===== src/hcc_pkg.sv =====
/*
 * Shared constants and types for the haptic calibration and top
 * configuration register slice: register indices, byte addresses,
 * field positions, reset values and the packed carriers for the APB
 * request and for the configuration handed to the drive engines.
 * Assumes a 32-bit APB with byte addressing, one register per word.
 */
package hcc_pkg;

    // ------------------------------------------------------------
    // Register map
    // ------------------------------------------------------------
    localparam int HCC_ADDR_W = 8;
    localparam logic [7:0] HCC_IDX_SCALE_LOW = 8'h10;
    localparam logic [7:0] HCC_IDX_IMP_HIGH = 8'h11;
    localparam logic [7:0] HCC_IDX_IMP_LOW = 8'h12;
    localparam logic [7:0] HCC_IDX_TOP_CONFIGURATION_ONE = 8'h13;
    // Printed offsets are not word multiples, so they are word indices
    localparam logic [HCC_ADDR_W-1:0] HCC_ADDR_SCALE_LOW =
        HCC_ADDR_W'(HCC_IDX_SCALE_LOW * 4);
    localparam logic [HCC_ADDR_W-1:0] HCC_ADDR_IMP_HIGH =
        HCC_ADDR_W'(HCC_IDX_IMP_HIGH * 4);
    localparam logic [HCC_ADDR_W-1:0] HCC_ADDR_IMP_LOW =
        HCC_ADDR_W'(HCC_IDX_IMP_LOW * 4);
    localparam logic [HCC_ADDR_W-1:0] HCC_ADDR_TOP_CONFIGURATION_ONE =
        HCC_ADDR_W'(HCC_IDX_TOP_CONFIGURATION_ONE * 4);

    // ------------------------------------------------------------
    // Reset values
    // ------------------------------------------------------------
    localparam logic [7:0] HCC_RST_SCALE_LOW = 8'h0D;
    localparam logic [7:0] HCC_RST_IMP_HIGH = 8'h00;
    localparam logic [1:0] HCC_RST_IMP_LOW = 2'h0;
    localparam logic [7:0] HCC_RST_TOP_CONFIGURATION_ONE = 8'h1E;

    // ------------------------------------------------------------
    // Top configuration field positions
    // ------------------------------------------------------------
    localparam int HCC_BIT_EMBEDDED = 7;
    localparam int HCC_BIT_ERM = 5;
    localparam int HCC_BIT_BEMF = 4;
    localparam int HCC_BIT_FOLLOW = 3;
    localparam int HCC_BIT_ACCEL = 2;
    localparam int HCC_BIT_RSTOP = 1;
    localparam int HCC_BIT_AMP = 0;
    // Bit 6 is undefined and never stored
    localparam logic [7:0] HCC_CFG1_MASK = 8'hBF;
    localparam int HCC_IMP_LOW_W = 2;

    // ------------------------------------------------------------
    // Carriers
    // ------------------------------------------------------------
    typedef struct packed {
        logic psel;
        logic penable;
        logic pwrite;
        logic [HCC_ADDR_W-1:0] paddr;
        logic [31:0] pwdata;
        logic [3:0] pstrb;
    } hcc_apb_req_type;

    typedef struct packed {
        logic fault_auto_clear;
        logic actuator_erm;
        logic back_emf_loop_enable;
        logic resonance_follow_enable;
        logic accel_enable;
        logic rapid_stop_enable;
        logic amplitude_loop_enable;
    } hcc_cfg_type;

endpackage


===== src/hcc_regs_top.sv =====
/*
 * Register slice: low byte of the drive scale factor, measured
 * impedance readback and the top configuration byte, on an APB slave.
 * Assumes the impedance engine and the drive engines share mclk.
 */
// Decided for this implementation: the APB slave port.
`timescale 1ns/100ps
module hcc_regs_top (
    input wire logic mclk,
    input wire logic rst,
    input wire hcc_pkg::hcc_apb_req_type apb_req,
    output logic [31:0] prdata,
    output logic pready,
    output logic pslverr,
    input wire logic imp_update,
    input wire logic [7:0] imp_high_in,
    input wire logic [1:0] imp_low_in,
    output logic [7:0] drive_scale_low_byte,
    output hcc_pkg::hcc_cfg_type cfg
);
    import hcc_pkg::*;

    // Engine view of the reset configuration, so that the enables do
    // not read all-zero for the first cycles after reset is released.
    localparam hcc_cfg_type HCC_CFG_RST = '{
        fault_auto_clear: HCC_RST_TOP_CONFIGURATION_ONE[HCC_BIT_EMBEDDED],
        actuator_erm: HCC_RST_TOP_CONFIGURATION_ONE[HCC_BIT_ERM],
        back_emf_loop_enable: HCC_RST_TOP_CONFIGURATION_ONE[HCC_BIT_BEMF],
        resonance_follow_enable: HCC_RST_TOP_CONFIGURATION_ONE[HCC_BIT_FOLLOW]
            & ~HCC_RST_TOP_CONFIGURATION_ONE[HCC_BIT_ERM],
        accel_enable: HCC_RST_TOP_CONFIGURATION_ONE[HCC_BIT_ACCEL],
        rapid_stop_enable: HCC_RST_TOP_CONFIGURATION_ONE[HCC_BIT_RSTOP],
        amplitude_loop_enable: HCC_RST_TOP_CONFIGURATION_ONE[HCC_BIT_AMP]
    };

    logic [7:0] scale_low_q;
    logic [7:0] imp_high_q;
    logic [1:0] imp_low_q;
    logic [7:0] cfg1_q;
    logic [31:0] prdata_q;
    logic pready_q;
    logic pslverr_q;
    hcc_cfg_type cfg_q;
    hcc_cfg_type cfg_d;
    logic access;
    logic commit;
    logic wr_en;
    logic hit;
    logic [31:0] rdata_d;

    // ------------------------------------------------------------
    // APB handshake
    // ------------------------------------------------------------
    // One wait state: pready rises in the second access cycle, which
    // keeps read data a registered output.
    assign access = apb_req.psel & apb_req.penable;
    assign commit = access & pready_q;
    assign wr_en = commit & apb_req.pwrite & apb_req.pstrb[0];

    always_comb begin
        hit = 1'b1;
        rdata_d = 32'h0000_0000;
        case (apb_req.paddr)
            HCC_ADDR_SCALE_LOW: rdata_d[7:0] = scale_low_q;
            HCC_ADDR_IMP_HIGH: rdata_d[7:0] = imp_high_q;
            HCC_ADDR_IMP_LOW: rdata_d[1:0] = imp_low_q;
            HCC_ADDR_TOP_CONFIGURATION_ONE: rdata_d[7:0] = cfg1_q & HCC_CFG1_MASK;
            default: hit = 1'b0;
        endcase
    end

    always_ff @(posedge mclk) begin
        if (rst) begin
            pready_q <= 1'b0;
            pslverr_q <= 1'b0;
            prdata_q <= 32'h0000_0000;
        end else begin
            pready_q <= access & ~pready_q;
            pslverr_q <= access & ~pready_q & ~hit;
            if (access & ~pready_q & ~apb_req.pwrite) begin
                prdata_q <= rdata_d;
            end else if (commit) begin
                prdata_q <= 32'h0000_0000;
            end
        end
    end

    // ------------------------------------------------------------
    // Software registers
    // ------------------------------------------------------------
    // Only byte lane 0 carries data; other lanes are ignored.
    always_ff @(posedge mclk) begin
        if (rst) begin
            scale_low_q <= HCC_RST_SCALE_LOW;
        end else if (wr_en && apb_req.paddr == HCC_ADDR_SCALE_LOW) begin
            scale_low_q <= apb_req.pwdata[7:0];
        end
    end

    always_ff @(posedge mclk) begin
        if (rst) begin
            cfg1_q <= HCC_RST_TOP_CONFIGURATION_ONE;
        end else if (wr_en && apb_req.paddr == HCC_ADDR_TOP_CONFIGURATION_ONE) begin
            cfg1_q <= apb_req.pwdata[7:0] & HCC_CFG1_MASK;
        end
    end

    // ------------------------------------------------------------
    // Measured impedance, written only by the measurement engine
    // ------------------------------------------------------------
    // Bus writes to these addresses complete without error but do
    // nothing; only the engine's update pulse loads them.
    always_ff @(posedge mclk) begin
        if (rst) begin
            imp_high_q <= HCC_RST_IMP_HIGH;
            imp_low_q <= HCC_RST_IMP_LOW;
        end else if (imp_update) begin
            imp_high_q <= imp_high_in;
            imp_low_q <= imp_low_in;
        end
    end

    // ------------------------------------------------------------
    // Configuration to the drive engines
    // ------------------------------------------------------------
    always_comb begin
        cfg_d.fault_auto_clear = cfg1_q[HCC_BIT_EMBEDDED];
        cfg_d.actuator_erm = cfg1_q[HCC_BIT_ERM];
        cfg_d.back_emf_loop_enable = cfg1_q[HCC_BIT_BEMF];
        // Tracking has no meaning for a rotating-mass actuator
        cfg_d.resonance_follow_enable =
            cfg1_q[HCC_BIT_FOLLOW] & ~cfg1_q[HCC_BIT_ERM];
        cfg_d.accel_enable = cfg1_q[HCC_BIT_ACCEL];
        cfg_d.rapid_stop_enable = cfg1_q[HCC_BIT_RSTOP];
        cfg_d.amplitude_loop_enable = cfg1_q[HCC_BIT_AMP];
    end

    // Registered so every output leaves a flop; costs one cycle of lag
    always_ff @(posedge mclk) begin
        if (rst) begin
            cfg_q <= HCC_CFG_RST;
            drive_scale_low_byte <= HCC_RST_SCALE_LOW;
        end else begin
            cfg_q <= cfg_d;
            drive_scale_low_byte <= scale_low_q;
        end
    end

    assign prdata = prdata_q;
    assign pready = pready_q;
    assign pslverr = pslverr_q;
    assign cfg = cfg_q;

endmodule // hcc_regs_top


===== config.mk =====
export PLATFORM = sky130hd
export DESIGN_NAME = hcc_regs_top
export DESIGN_NICKNAME = d
export VERILOG_FILES = /design/src/hcc_pkg.sv /design/src/hcc_regs_top.sv
export SDC_FILE = /design/constraint.sdc
export NUM_CORES = 1
export LEC_CHECK = 0
export BUFFER_PORTS_ARGS = -buffer_cell sky130_fd_sc_hd__buf_2
export CAP_MARGIN = 15
export CORE_MARGIN = 2
export CORE_UTILIZATION = 43
export CTS_CLUSTER_SIZE = 20
export DETAILED_ROUTE_END_ITERATION = 7
export GPL_ROUTABILITY_DRIVEN = 0
export PLACE_DENSITY = 0.86
export SLEW_MARGIN = 20
export SYNTH_ARGS = -nofsm -noshare
export SYNTH_HDL_FRONTEND = slang
export SYNTH_SLANG_ARGS = --single-unit

===== constraint.sdc =====
create_clock -name mclk -period 4.7 [get_ports mclk]
set_input_delay 0 -clock mclk [delete_from_list [all_inputs] [get_ports mclk]]
set_output_delay 0 -clock mclk [all_outputs]
set_load 0.005 [all_outputs]

Word level (Yosys, flattened, before mapping)
Cells that the tools add are included.
W data, S select, Z words.
{ "op_classes": {"n_eq_ne": 4, "mux": 5, "bitwise_logic": 12, "reduce_logical": 4} }
{ "op_table": {"columns": ["operator", "count"], "rows": [
  ["$eq A8 B7 Y1 const B", 4],
  ["$pmux W6 S3", 1],
  ["$mux W8", 2],
  ["$and A1 B1 Y1", 8],
  ["$pmux W2 S4", 1],
  ["$not A1 Y1", 4],
  ["$reduce_or A4 Y1", 1],
  ["$logic_and A1 B1 Y1", 2],
  ["$reduce_bool A2 Y1", 1],
  ["$mux W1", 1]
]} }
{ "totals": {"regBits": 50, "inputBits": 60, "output_inout_bits": 49} }

Longest topological paths before layout
Gate-level depths: netlist (run 1).
{ "logic_depth": {"ltp_word": 5, "depth_mapped": 5, "ltp_nobuf": 4} }

Worst setup path after synthesis (run 1)
OpenSTA, ideal clock, no wires.
{ "synth_timing": {"path_type": "register to register", "startpoint": "register pready_q (netlist: pready)", "endpoint": "register scale_low_q[1]", "setup_ns": 0.121, "arrival_ns": 1.446, "slack_ns": 3.133, "stages_incl_launch_ff": 5, "synth_period_minus_slack_ns": 1.567, "cell_sequence": "dfxtp_1 -> and4_1 -> nand4_2 -> nor3_4 -> mux2_2"} }
{ "synth_between": {"elab_chain_len": 4} }
{ "synth_rtl": {"columns": ["item", "line", "rtl"], "rows": [
  ["from (decl)", "hcc_regs_top.sv:41", "logic pready_q;"],
  ["from (signal assigned)", "hcc_regs_top.sv:78", "pready_q <= access & ~pready_q;"],
  ["$and A1 B1 Y1", "hcc_regs_top.sv:57", "assign commit = access & pready_q;"],
  ["$and A1 B1 Y1 (2 in series)", "hcc_regs_top.sv:58", "assign wr_en = commit & apb_req.pwrite & apb_req.pstrb[0];"],
  ["$logic_and A1 B1 Y1", "hcc_regs_top.sv:95", "end else if (wr_en && apb_req.paddr == HCC_ADDR_SCALE_LOW) begin"],
  ["to (signal assigned)", "hcc_regs_top.sv:96", "scale_low_q <= apb_req.pwdata[7:0];"],
  ["to (decl)", "hcc_regs_top.sv:36", "logic [7:0] scale_low_q;"]
]} }
Every way passes these cells.
A chain may end at the register's enable or synchronous reset.

Worst setup path in the final report (run 1)
{ "layout_timing": {"startpoint": "register pready_q (netlist: pready)", "endpoint": "register cfg1_q[0]"} }
{ "layout_between": {"elab_chain_len": 4} }
{ "layout_rtl": {"columns": ["item", "line", "rtl"], "rows": [
  ["$and A1 B1 Y1", "hcc_regs_top.sv:57", null],
  ["$and A1 B1 Y1 (2 in series)", "hcc_regs_top.sv:58", null],
  ["$logic_and A1 B1 Y1", "hcc_regs_top.sv:103", "end else if (wr_en && apb_req.paddr == HCC_ADDR_TOP_CONFIGURATION_ONE) begin"],
  ["to (signal assigned)", "hcc_regs_top.sv:104", "cfg1_q <= apb_req.pwdata[7:0] & HCC_CFG1_MASK;"],
  ["to (decl)", "hcc_regs_top.sv:39", "logic [7:0] cfg1_q;"]
]} }
Every way passes these cells.

==> results of run 1 <==
[what timing repair did]
action | 4_1_cts | 5_1_grt
hold buffers | 17 | 0
endpoints found under the hold margin | 19 | 0
setup endpoints to repair | 0 | 0
[report_power, final]
group          total [mW]  internal [mW]  switching [mW]  leakage (nW)
clock               0.254          0.119           0.135        0.0482
combinational      0.0697         0.0339          0.0358         0.737
sequential          0.432          0.429         0.00314         0.406
total               0.756          0.582           0.174          1.19
[through the flow]
stage          utilization  worst slack, ps
6_report             0.547             2850
5_1_grt              0.547             2760
4_1_cts              0.547             2840
3_5_place_dp         0.491             2860
3_3_place_gp         0.491             2930
2_1_floorplan            -             3130
[registers in the layout, summed over array words and instances (netlist names)]
register	count
pslverr	1
cfg1_q	7
prdata	8
scale_low_q	8
imp_low_q	2
cfg	7
imp_high_q	8
drive_scale_low_byte	8
pready	1
[cell usage in the layout, fill, tap and decap left out]
| cell | synthesis | layout |
|---|---|---|
| sky130_fd_sc_hd__nand3_1 | 2 | 2 |
| sky130_fd_sc_hd__nor2_2 | 1 | 1 |
| sky130_fd_sc_hd__a21oi_1 | 1 | 1 |
| sky130_fd_sc_hd__o2bb2ai_1 | 5 | 5 |
| sky130_fd_sc_hd__nor2_1 | 29 | 29 |
| sky130_fd_sc_hd__nand4_2 | 1 | 1 |
| sky130_fd_sc_hd__conb_1 | 1 | 24 |
| sky130_fd_sc_hd__nor3_4 | 1 | 1 |
| sky130_fd_sc_hd__nand3b_1 | 2 | 2 |
| sky130_fd_sc_hd__inv_1 | 15 | 15 |
| sky130_fd_sc_hd__nor2b_1 | 10 | 10 |
| sky130_fd_sc_hd__mux4_2 | 2 | 2 |
| sky130_fd_sc_hd__and2_1 | 1 | 1 |
| sky130_fd_sc_hd__nor3_1 | 1 | 1 |
| sky130_fd_sc_hd__buf_2 | 2 | 57 |
| sky130_fd_sc_hd__mux2_1 | 1 | 1 |
| sky130_fd_sc_hd__dlygate4sd3_1 | 0 | 17 |
| sky130_fd_sc_hd__a21o_1 | 1 | 1 |
| sky130_fd_sc_hd__clkinv_2 | 0 | 1 |
| sky130_fd_sc_hd__and4_1 | 1 | 1 |
| sky130_fd_sc_hd__mux2i_1 | 27 | 27 |
| sky130_fd_sc_hd__clkbuf_1 | 7 | 1 |
| sky130_fd_sc_hd__o21bai_1 | 1 | 1 |
| sky130_fd_sc_hd__nand2b_1 | 6 | 6 |
| sky130_fd_sc_hd__nor4_2 | 1 | 1 |
| sky130_fd_sc_hd__clkbuf_8 | 0 | 6 |
| sky130_fd_sc_hd__o21ai_0 | 2 | 2 |
| sky130_fd_sc_hd__a32oi_1 | 5 | 5 |
| sky130_fd_sc_hd__nand2_1 | 3 | 3 |
| sky130_fd_sc_hd__a2111oi_2 | 1 | 1 |
| sky130_fd_sc_hd__mux2_2 | 3 | 3 |
| sky130_fd_sc_hd__dfxtp_1 | 50 | 50 |
[worst max path at each step]
stage	end	start
2_1_floorplan	scale_low_q[1]$_SDFFE_PP0P_	pready$_SDFF_PP0_
4_1_cts	cfg1_q[0]$_SDFFE_PP0P_	pready$_SDFF_PP0_
3_3_place_gp	cfg1_q[0]$_SDFFE_PP0P_	pready$_SDFF_PP0_
5_1_grt	cfg1_q[0]$_SDFFE_PP0P_	pready$_SDFF_PP0_
6_report	cfg1_q[0]$_SDFFE_PP0P_	pready$_SDFF_PP0_
3_5_place_dp	cfg1_q[0]$_SDFFE_PP0P_	pready$_SDFF_PP0_
[per-layer routing]
layer / up-vias / global-route usage / share of wire
met5: - / 0 / 0
met4: 0 / 0.0687 / 0.013
met3: 6 / 0.0535 / 0.064
met2: 63 / 0.280 / 0.50
met1: 736 / 0.204 / 0.42
li1: 778 / - / -
[logic make-up after synthesis]
| family | count (synthesis) |
|---|---|
| AND/OR/NAND/NOR | 59 |
| flip-flops | 50 |
| buffers and inverters | 48 |
| multiplexers | 33 |
| AO/OA/AOI/OAI | 16 |
| other | 1 |
[layout make-up]
| cell class | count | area (um^2) | area share |
|---|---|---|---|
| clock buffer | 7 | 86.3 | 0.0336 |
| timing repair buffer | 74 | 455 | 0.177 |
| multi-input combinational | 132 | 896 | 0.349 |
| clock inverter | 1 | 5.00 | 0.00195 |
| sequential | 50 | 1000 | 0.390 |
| inverter | 15 | 56.3 | 0.0219 |
| tap | 54 | 67.6 | 0.0263 |
[critical path, cell delays in order, from the launching register on]
cell	delay, ps
sky130_fd_sc_hd__dfxtp_1	420
sky130_fd_sc_hd__and4_1	230
sky130_fd_sc_hd__nand4_2	160
sky130_fd_sc_hd__nor2_2	540
sky130_fd_sc_hd__mux2_1	390
==> impl_metrics.tcl, run 1 <==
set metrics [dict create \
    outcome "complete, no violations" \
    synthSimpleGateAreaFrac 0.150 \
    track_usage 0.170 \
    cts-root-buf "sky130_fd_sc_hd__clkbuf_8" \
    postCtsResizedCells 0 \
    die-width_um 73.6 \
    min_path_cells 3 \
    clk_pin_slew_ps 90 \
    port_buffers 57 \
    path_max_fanout 7 \
    synth_sequential_area_ratio 0.480 \
    rr_startpoint "pready$_SDFF_PP0_" \
    worstHoldPathType "in2reg" \
    slew-limit-headroom 0.488 \
    synth_top_family_by_area "multiplexers" \
    final.fill_count 424 \
    yosysTopAreaCellShare 0.480 \
    dp_cells 308 \
    tightest_slew_ps 768 \
    rr_endpoint "cfg1_q[0]$_SDFFE_PP0P_" \
    detail_route.wirelength_um 4490 \
    synthArstFlopShare 0 \
    part_of_the_cycle_the_worst_path_needs 0.393 \
    yosys.cell_count.top_type "sky130_fd_sc_hd__dfxtp_1" \
    final-hold-violation-count 0 \
    insertedDiodeCount 0 \
    clock_tree.buffer_depth 2 \
    rsz_0062_raised_after_global_routing "false" \
    ys_ff_latch 50 \
    vias_in_the_first_global_route 1517 \
    timing.setup.tns_ps 0 \
    synth.avg_cell_area_um2 10.1 \
    post_dr_wirelength_cell_um 13.5 \
    cts-buffers-inserted 5 \
    power_per_cell_area_mw_per_mm2 294 \
    synth.top_cells.by_count "sky130_fd_sc_hd__dfxtp_1 (50), sky130_fd_sc_hd__nor2_1 (29), sky130_fd_sc_hd__mux2i_1 (27), sky130_fd_sc_hd__buf_4 (24), sky130_fd_sc_hd__inv_1 (15)" \
    htreeDepth 2 \
    pnr_total_power_mw 0.756 \
    first_pass_iters 4 \
    grt_start_max_net_pins 47 \
    synthDominantAreaCellType "sky130_fd_sc_hd__dfxtp_1" \
    core_mm2 0.00469 \
    syn_inst 207 \
    synth_ff_type "sky130_fd_sc_hd__dfxtp_1" \
    clock_sink_count 50 \
    setup_viol_count_final 0 \
    syn2layout_area_growth_pct 23.2 \
    detailroute.via_count 1583 \
    starting_density 0.444 \
    setup.worst_path.end_class "register" \
    drv_slew 0 \
    timing.setup.critical_path_class "reg2reg" \
    postCtsSetupBuffers 0 \
    worst_hold_startpoint "apb_req[10]" \
    drive_above_1_share 0.265 \
    final.min_clock_period_ps 1850 \
    num-nets-final 338 \
    fin_area_mm2 0.00257 \
    io_pins 109 \
    worst_hold_slack_ps 42.1 \
    leakagePower_nw 1.19 \
    max_capacitance_violation_count 0 \
    vias_per_cell 4.75 \
    number_of_enable_flip_flop_cells_after_synthesis 0 \
    die-area_mm2 0.00542 \
    grt_antenna_before_repair 0 \
    placed_inst_area_mm2 0.00231 \
    synth_compound_area_frac 0.0637 \
    y_dimension_of_the_die_um 73.6 \
    syn_area_mm2 0.00208 \
    synth.top_cells.by_area "sky130_fd_sc_hd__dfxtp_1 (48%), sky130_fd_sc_hd__mux2i_1 (13%), sky130_fd_sc_hd__buf_4 (8.6%)" \
    ant_nets 0 \
    synth_fa_ha_area_frac 0 \
    wire_length_of_the_first_global_routing_pass_um 6890 \
    clock_tree_from_tritoncts "built" \
    finished_layout_cells 333 \
    grt_overflow 0 \
    worst-endpoint-arrival_ps 2030 \
    num_rows 25 \
    clock.fmax_mhz 541 \
    synth.distinct_cells 30 \
    first_iter_violations 52 \
    timing.clock.skew_ps 8.72 \
    post_synth_mux_area_share 0.173 \
    yosys_warnings 0 \
    setup.worst_path.start_class "register" \
    route.detailed.drc 0 \
    clock_latency_at_the_later_pin_of_the_worst_skew_pair_ps 300 \
    ff2ff_path_depth 4 \
    timing.hold.worst_endpoint "scale_low_q[6]$_SDFFE_PP0P_" \
    place.detailed.hpwl_um 2980 \
    post_synth_xor_area_fraction 0 \
    timing.critical_path.required_ps 4880 \
    max-vdd-ir-drop_mv 0.142 \
    rrSetupSlack_ps 2850 \
]
Note: power is estimated with default switching activity, not from simulation.
==> run 2, diff against run 1 <==
ABC_AREA = 1   (was not set)
PLACE_DENSITY = 0.85   (was 0.86)
clock period = 1.9 ns   (was 4.7 ns; I/O delays follow)
==> run 2 against run 1 <==
Sequential power grew 150%. Hold slack gained 26 ps. Critical path depth grew 1. First-iteration DRC count grew 90%. Sequential share of layout area shrank 0.85 points. Design area grew 2.2%. Setup slack lost 2400 ps. Routed wire length grew 4.9%. Register-to-register slack lost 2400 ps. Flip-flop and latch count is the same.
==> impl_metrics.tcl, run 2 <==
set metrics [dict create \
    outcome "complete, no violations" \
    die-width_um 74.6 \
    clock_tree.buffer_depth 2 \
    starting_density 0.451 \
    clk_pin_slew_ps 80 \
    synth.avg_cell_area_um2 7.85 \
    cts_hold_buffers 18 \
    min_path_cells 4 \
    timing.critical_path.required_ps 2090 \
    critical_path.max_stage_delay_ps 380 \
    critical_path.n_buffers_inverters 0 \
    timing.setup.tns_ps 0 \
    internal_power_mw 1.39 \
    detailroute.via_count 1912 \
    synth_sequential_area_ratio 0.467 \
    wire_length_of_the_first_global_routing_pass_um 7510 \
    placement.setup.worst_slack_ps 451 \
    insertedDiodeCount 0 \
    setup.worst_path.end_class "register" \
    first_iter_violations 99 \
    tightest_slew_ps 671 \
    die-area_mm2 0.00556 \
    num-nets-final 407 \
    syn2layout_area_growth_pct 22.5 \
    finished_layout_cells 414 \
    worst_hold_slack_ps 67.6 \
    track_usage 0.179 \
    synthArstFlopShare 0 \
    final-hold-violation-count 0 \
    max_capacitance_violation_count 0 \
    grt_antenna_before_repair 0 \
    syn_area_mm2 0.00214 \
    setup.worst_path.start_class "register" \
    path_max_fanout 10 \
    post_dr_wirelength_cell_um 11.4 \
    dp_cells 389 \
    layout.core_utilization 0.552 \
    drv_slew 0 \
    syn_inst 273 \
    core_mm2 0.00475 \
    yosysTopAreaCellShare 0.467 \
    clock_latency_at_the_later_pin_of_the_worst_skew_pair_ps 300 \
    drive_above_1_share 0.248 \
    postCtsResizedCells 0 \
    seqPwrFrac 0.593 \
    leakagePower_nw 1.25 \
    synth_ff_type "sky130_fd_sc_hd__dfxtp_1" \
    setup_viol_count_final 0 \
    cts-root-buf "sky130_fd_sc_hd__clkbuf_8" \
    worstHoldPathType "in2reg" \
    power.clock.fraction 0.318 \
    num_rows 25 \
    place.detailed.hpwl_um 3360 \
    path_depth 5 \
    vias_per_cell 4.62 \
    postLayoutSetupSlackWorst_ps 424 \
    yosys_warnings 0 \
    synth.top_cells.by_area "sky130_fd_sc_hd__dfxtp_1 (47%), sky130_fd_sc_hd__buf_4 (8.4%), sky130_fd_sc_hd__nand3_1 (7.5%)" \
    postCtsSetupBuffers 0 \
    grt_overflow 0 \
    synth.top_cells.by_count "sky130_fd_sc_hd__dfxtp_1 (50), sky130_fd_sc_hd__nand2_1 (41), sky130_fd_sc_hd__nor2_1 (34), sky130_fd_sc_hd__nand3_1 (32), sky130_fd_sc_hd__buf_4 (24)" \
    power_per_cell_area_mw_per_mm2 688 \
    final.min_clock_period_ps 1480 \
    route.detailed.drc 0 \
    max-vdd-ir-drop_mv 0.303 \
    vias_in_the_first_global_route 1667 \
    first_pass_iters 4 \
    critical-path-slowest-cell "sky130_fd_sc_hd__dfxtp_1" \
    combinationalPowerShare 0.089 \
    rsz_0062_raised_after_global_routing "false" \
    part_of_the_cycle_the_worst_path_needs 0.777 \
    ys_ff_latch 50 \
    yosys.cell_count.top_type "sky130_fd_sc_hd__dfxtp_1" \
    final_common_cell "sky130_fd_sc_hd__buf_2" \
    ant_nets 0 \
    grt_start_max_net_pins 27 \
    y_dimension_of_the_die_um 74.6 \
    clock_sink_count 50 \
    worstPathCellList "nand3_1 -> nor3_4 -> nand2_2 -> o21ai_0 -> a21oi_1" \
    slew-limit-headroom 0.552 \
    timing.clock.skew_ps 2.43 \
    clock_tree_from_tritoncts "built" \
    synth.distinct_cells 25 \
    ff2ff_path_depth 5 \
    port_buffers 57 \
    cts-buffers-inserted 5 \
    p_sw_frac 0.233 \
    clock.fmax_mhz 677 \
    final_cell_mix "sky130_fd_sc_hd__buf_2 (57), sky130_fd_sc_hd__dfxtp_1 (50), sky130_fd_sc_hd__nand2_1 (41)" \
    crit_family "simple AND/OR/NAND/NOR gates" \
    timing.setup.critical_path_class "reg2reg" \
    io_pins 109 \
    worst-endpoint-arrival_ps 1670 \
    power_switching_mw 0.421 \
    htreeDepth 2 \
    detail_route.wirelength_um 4710 \
    synthDominantAreaCellType "sky130_fd_sc_hd__dfxtp_1" \
    number_of_enable_flip_flop_cells_after_synthesis 0 \
]
## run 2: cell types whose count changed in the layout (fill, tap and decap cells not counted), sizes merged, moves of 7 or more
cell / change
nand2: +42
nand3: +31
mux2i: -27
o21ai: +22
a21oi: +15
nor2: +10
nor2b: -10
inv: +7
## run 2: cell families (layout without fill, tap and decap cells)
group,count (synthesis),after routing,synth area share
flops,50,50,0.467
compound gates,41,41,0.101
simple gates,125,125,0.277
other cells,1,24,0.00175
buf+inv,56,107,0.153
## run 2: tightest hold or removal path: stages
cell,delay [ps]
sky130_fd_sc_hd__buf_2,120
sky130_fd_sc_hd__nor2_4,80
sky130_fd_sc_hd__nand2_1,70
sky130_fd_sc_hd__a21oi_1,50
## run 2: metrics by stage
step	instance area (um^2)	power (mW)
3_3_place_gp	2370	1.22
5_1_grt	2630	1.89
6_report	2630	1.81
4_1_cts	2630	1.82
3_5_place_dp	2370	1.23
2_1_floorplan	2230	1.21
## run 2: worst paths after layout
check	startpoint	end	slack (ps)
worst max-delay path	pready$_SDFF_PP0_	cfg1_q[5]$_SDFFE_PP0P_	420
worst min-delay path	apb_req[44]	prdata[3]$_SDFFE_PP0P_	70
worst max register to register	pready$_SDFF_PP0_	cfg1_q[5]$_SDFFE_PP0P_	420
worst min register to register	cfg1_q[0]$_SDFFE_PP0P_	cfg[0]$_SDFF_PP0_	460
## run 2: cell type report
| class | count | area [um^2] |
|---|---|---|
| flip-flops and latches | 50 | 1000 |
| clock buffers | 7 | 76.3 |
| well taps | 67 | 83.8 |
| inverters | 24 | 91.3 |
| fillers | 477 | 2130 |
| multi-input cells | 190 | 900 |
| repair buffers | 76 | 473 |
## run 2: routing by layer
layer / share of wire / track usage
met1: 0.43 / 0.222
met5: 0 / 0
met2: 0.50 / 0.301
met4: 0.013 / 0.0595
met3: 0.062 / 0.0501
## run 2: power by group through the flow
stage	sequential [mW]	combinational [mW]	clock, mW
final	1.07	0.161	0.574
after global routing	1.07	0.181	0.635
after CTS	1.07	0.158	0.590
after detailed placement	1.10	0.129	0
after global placement	1.10	0.126	0
after floorplan	1.09	0.113	0
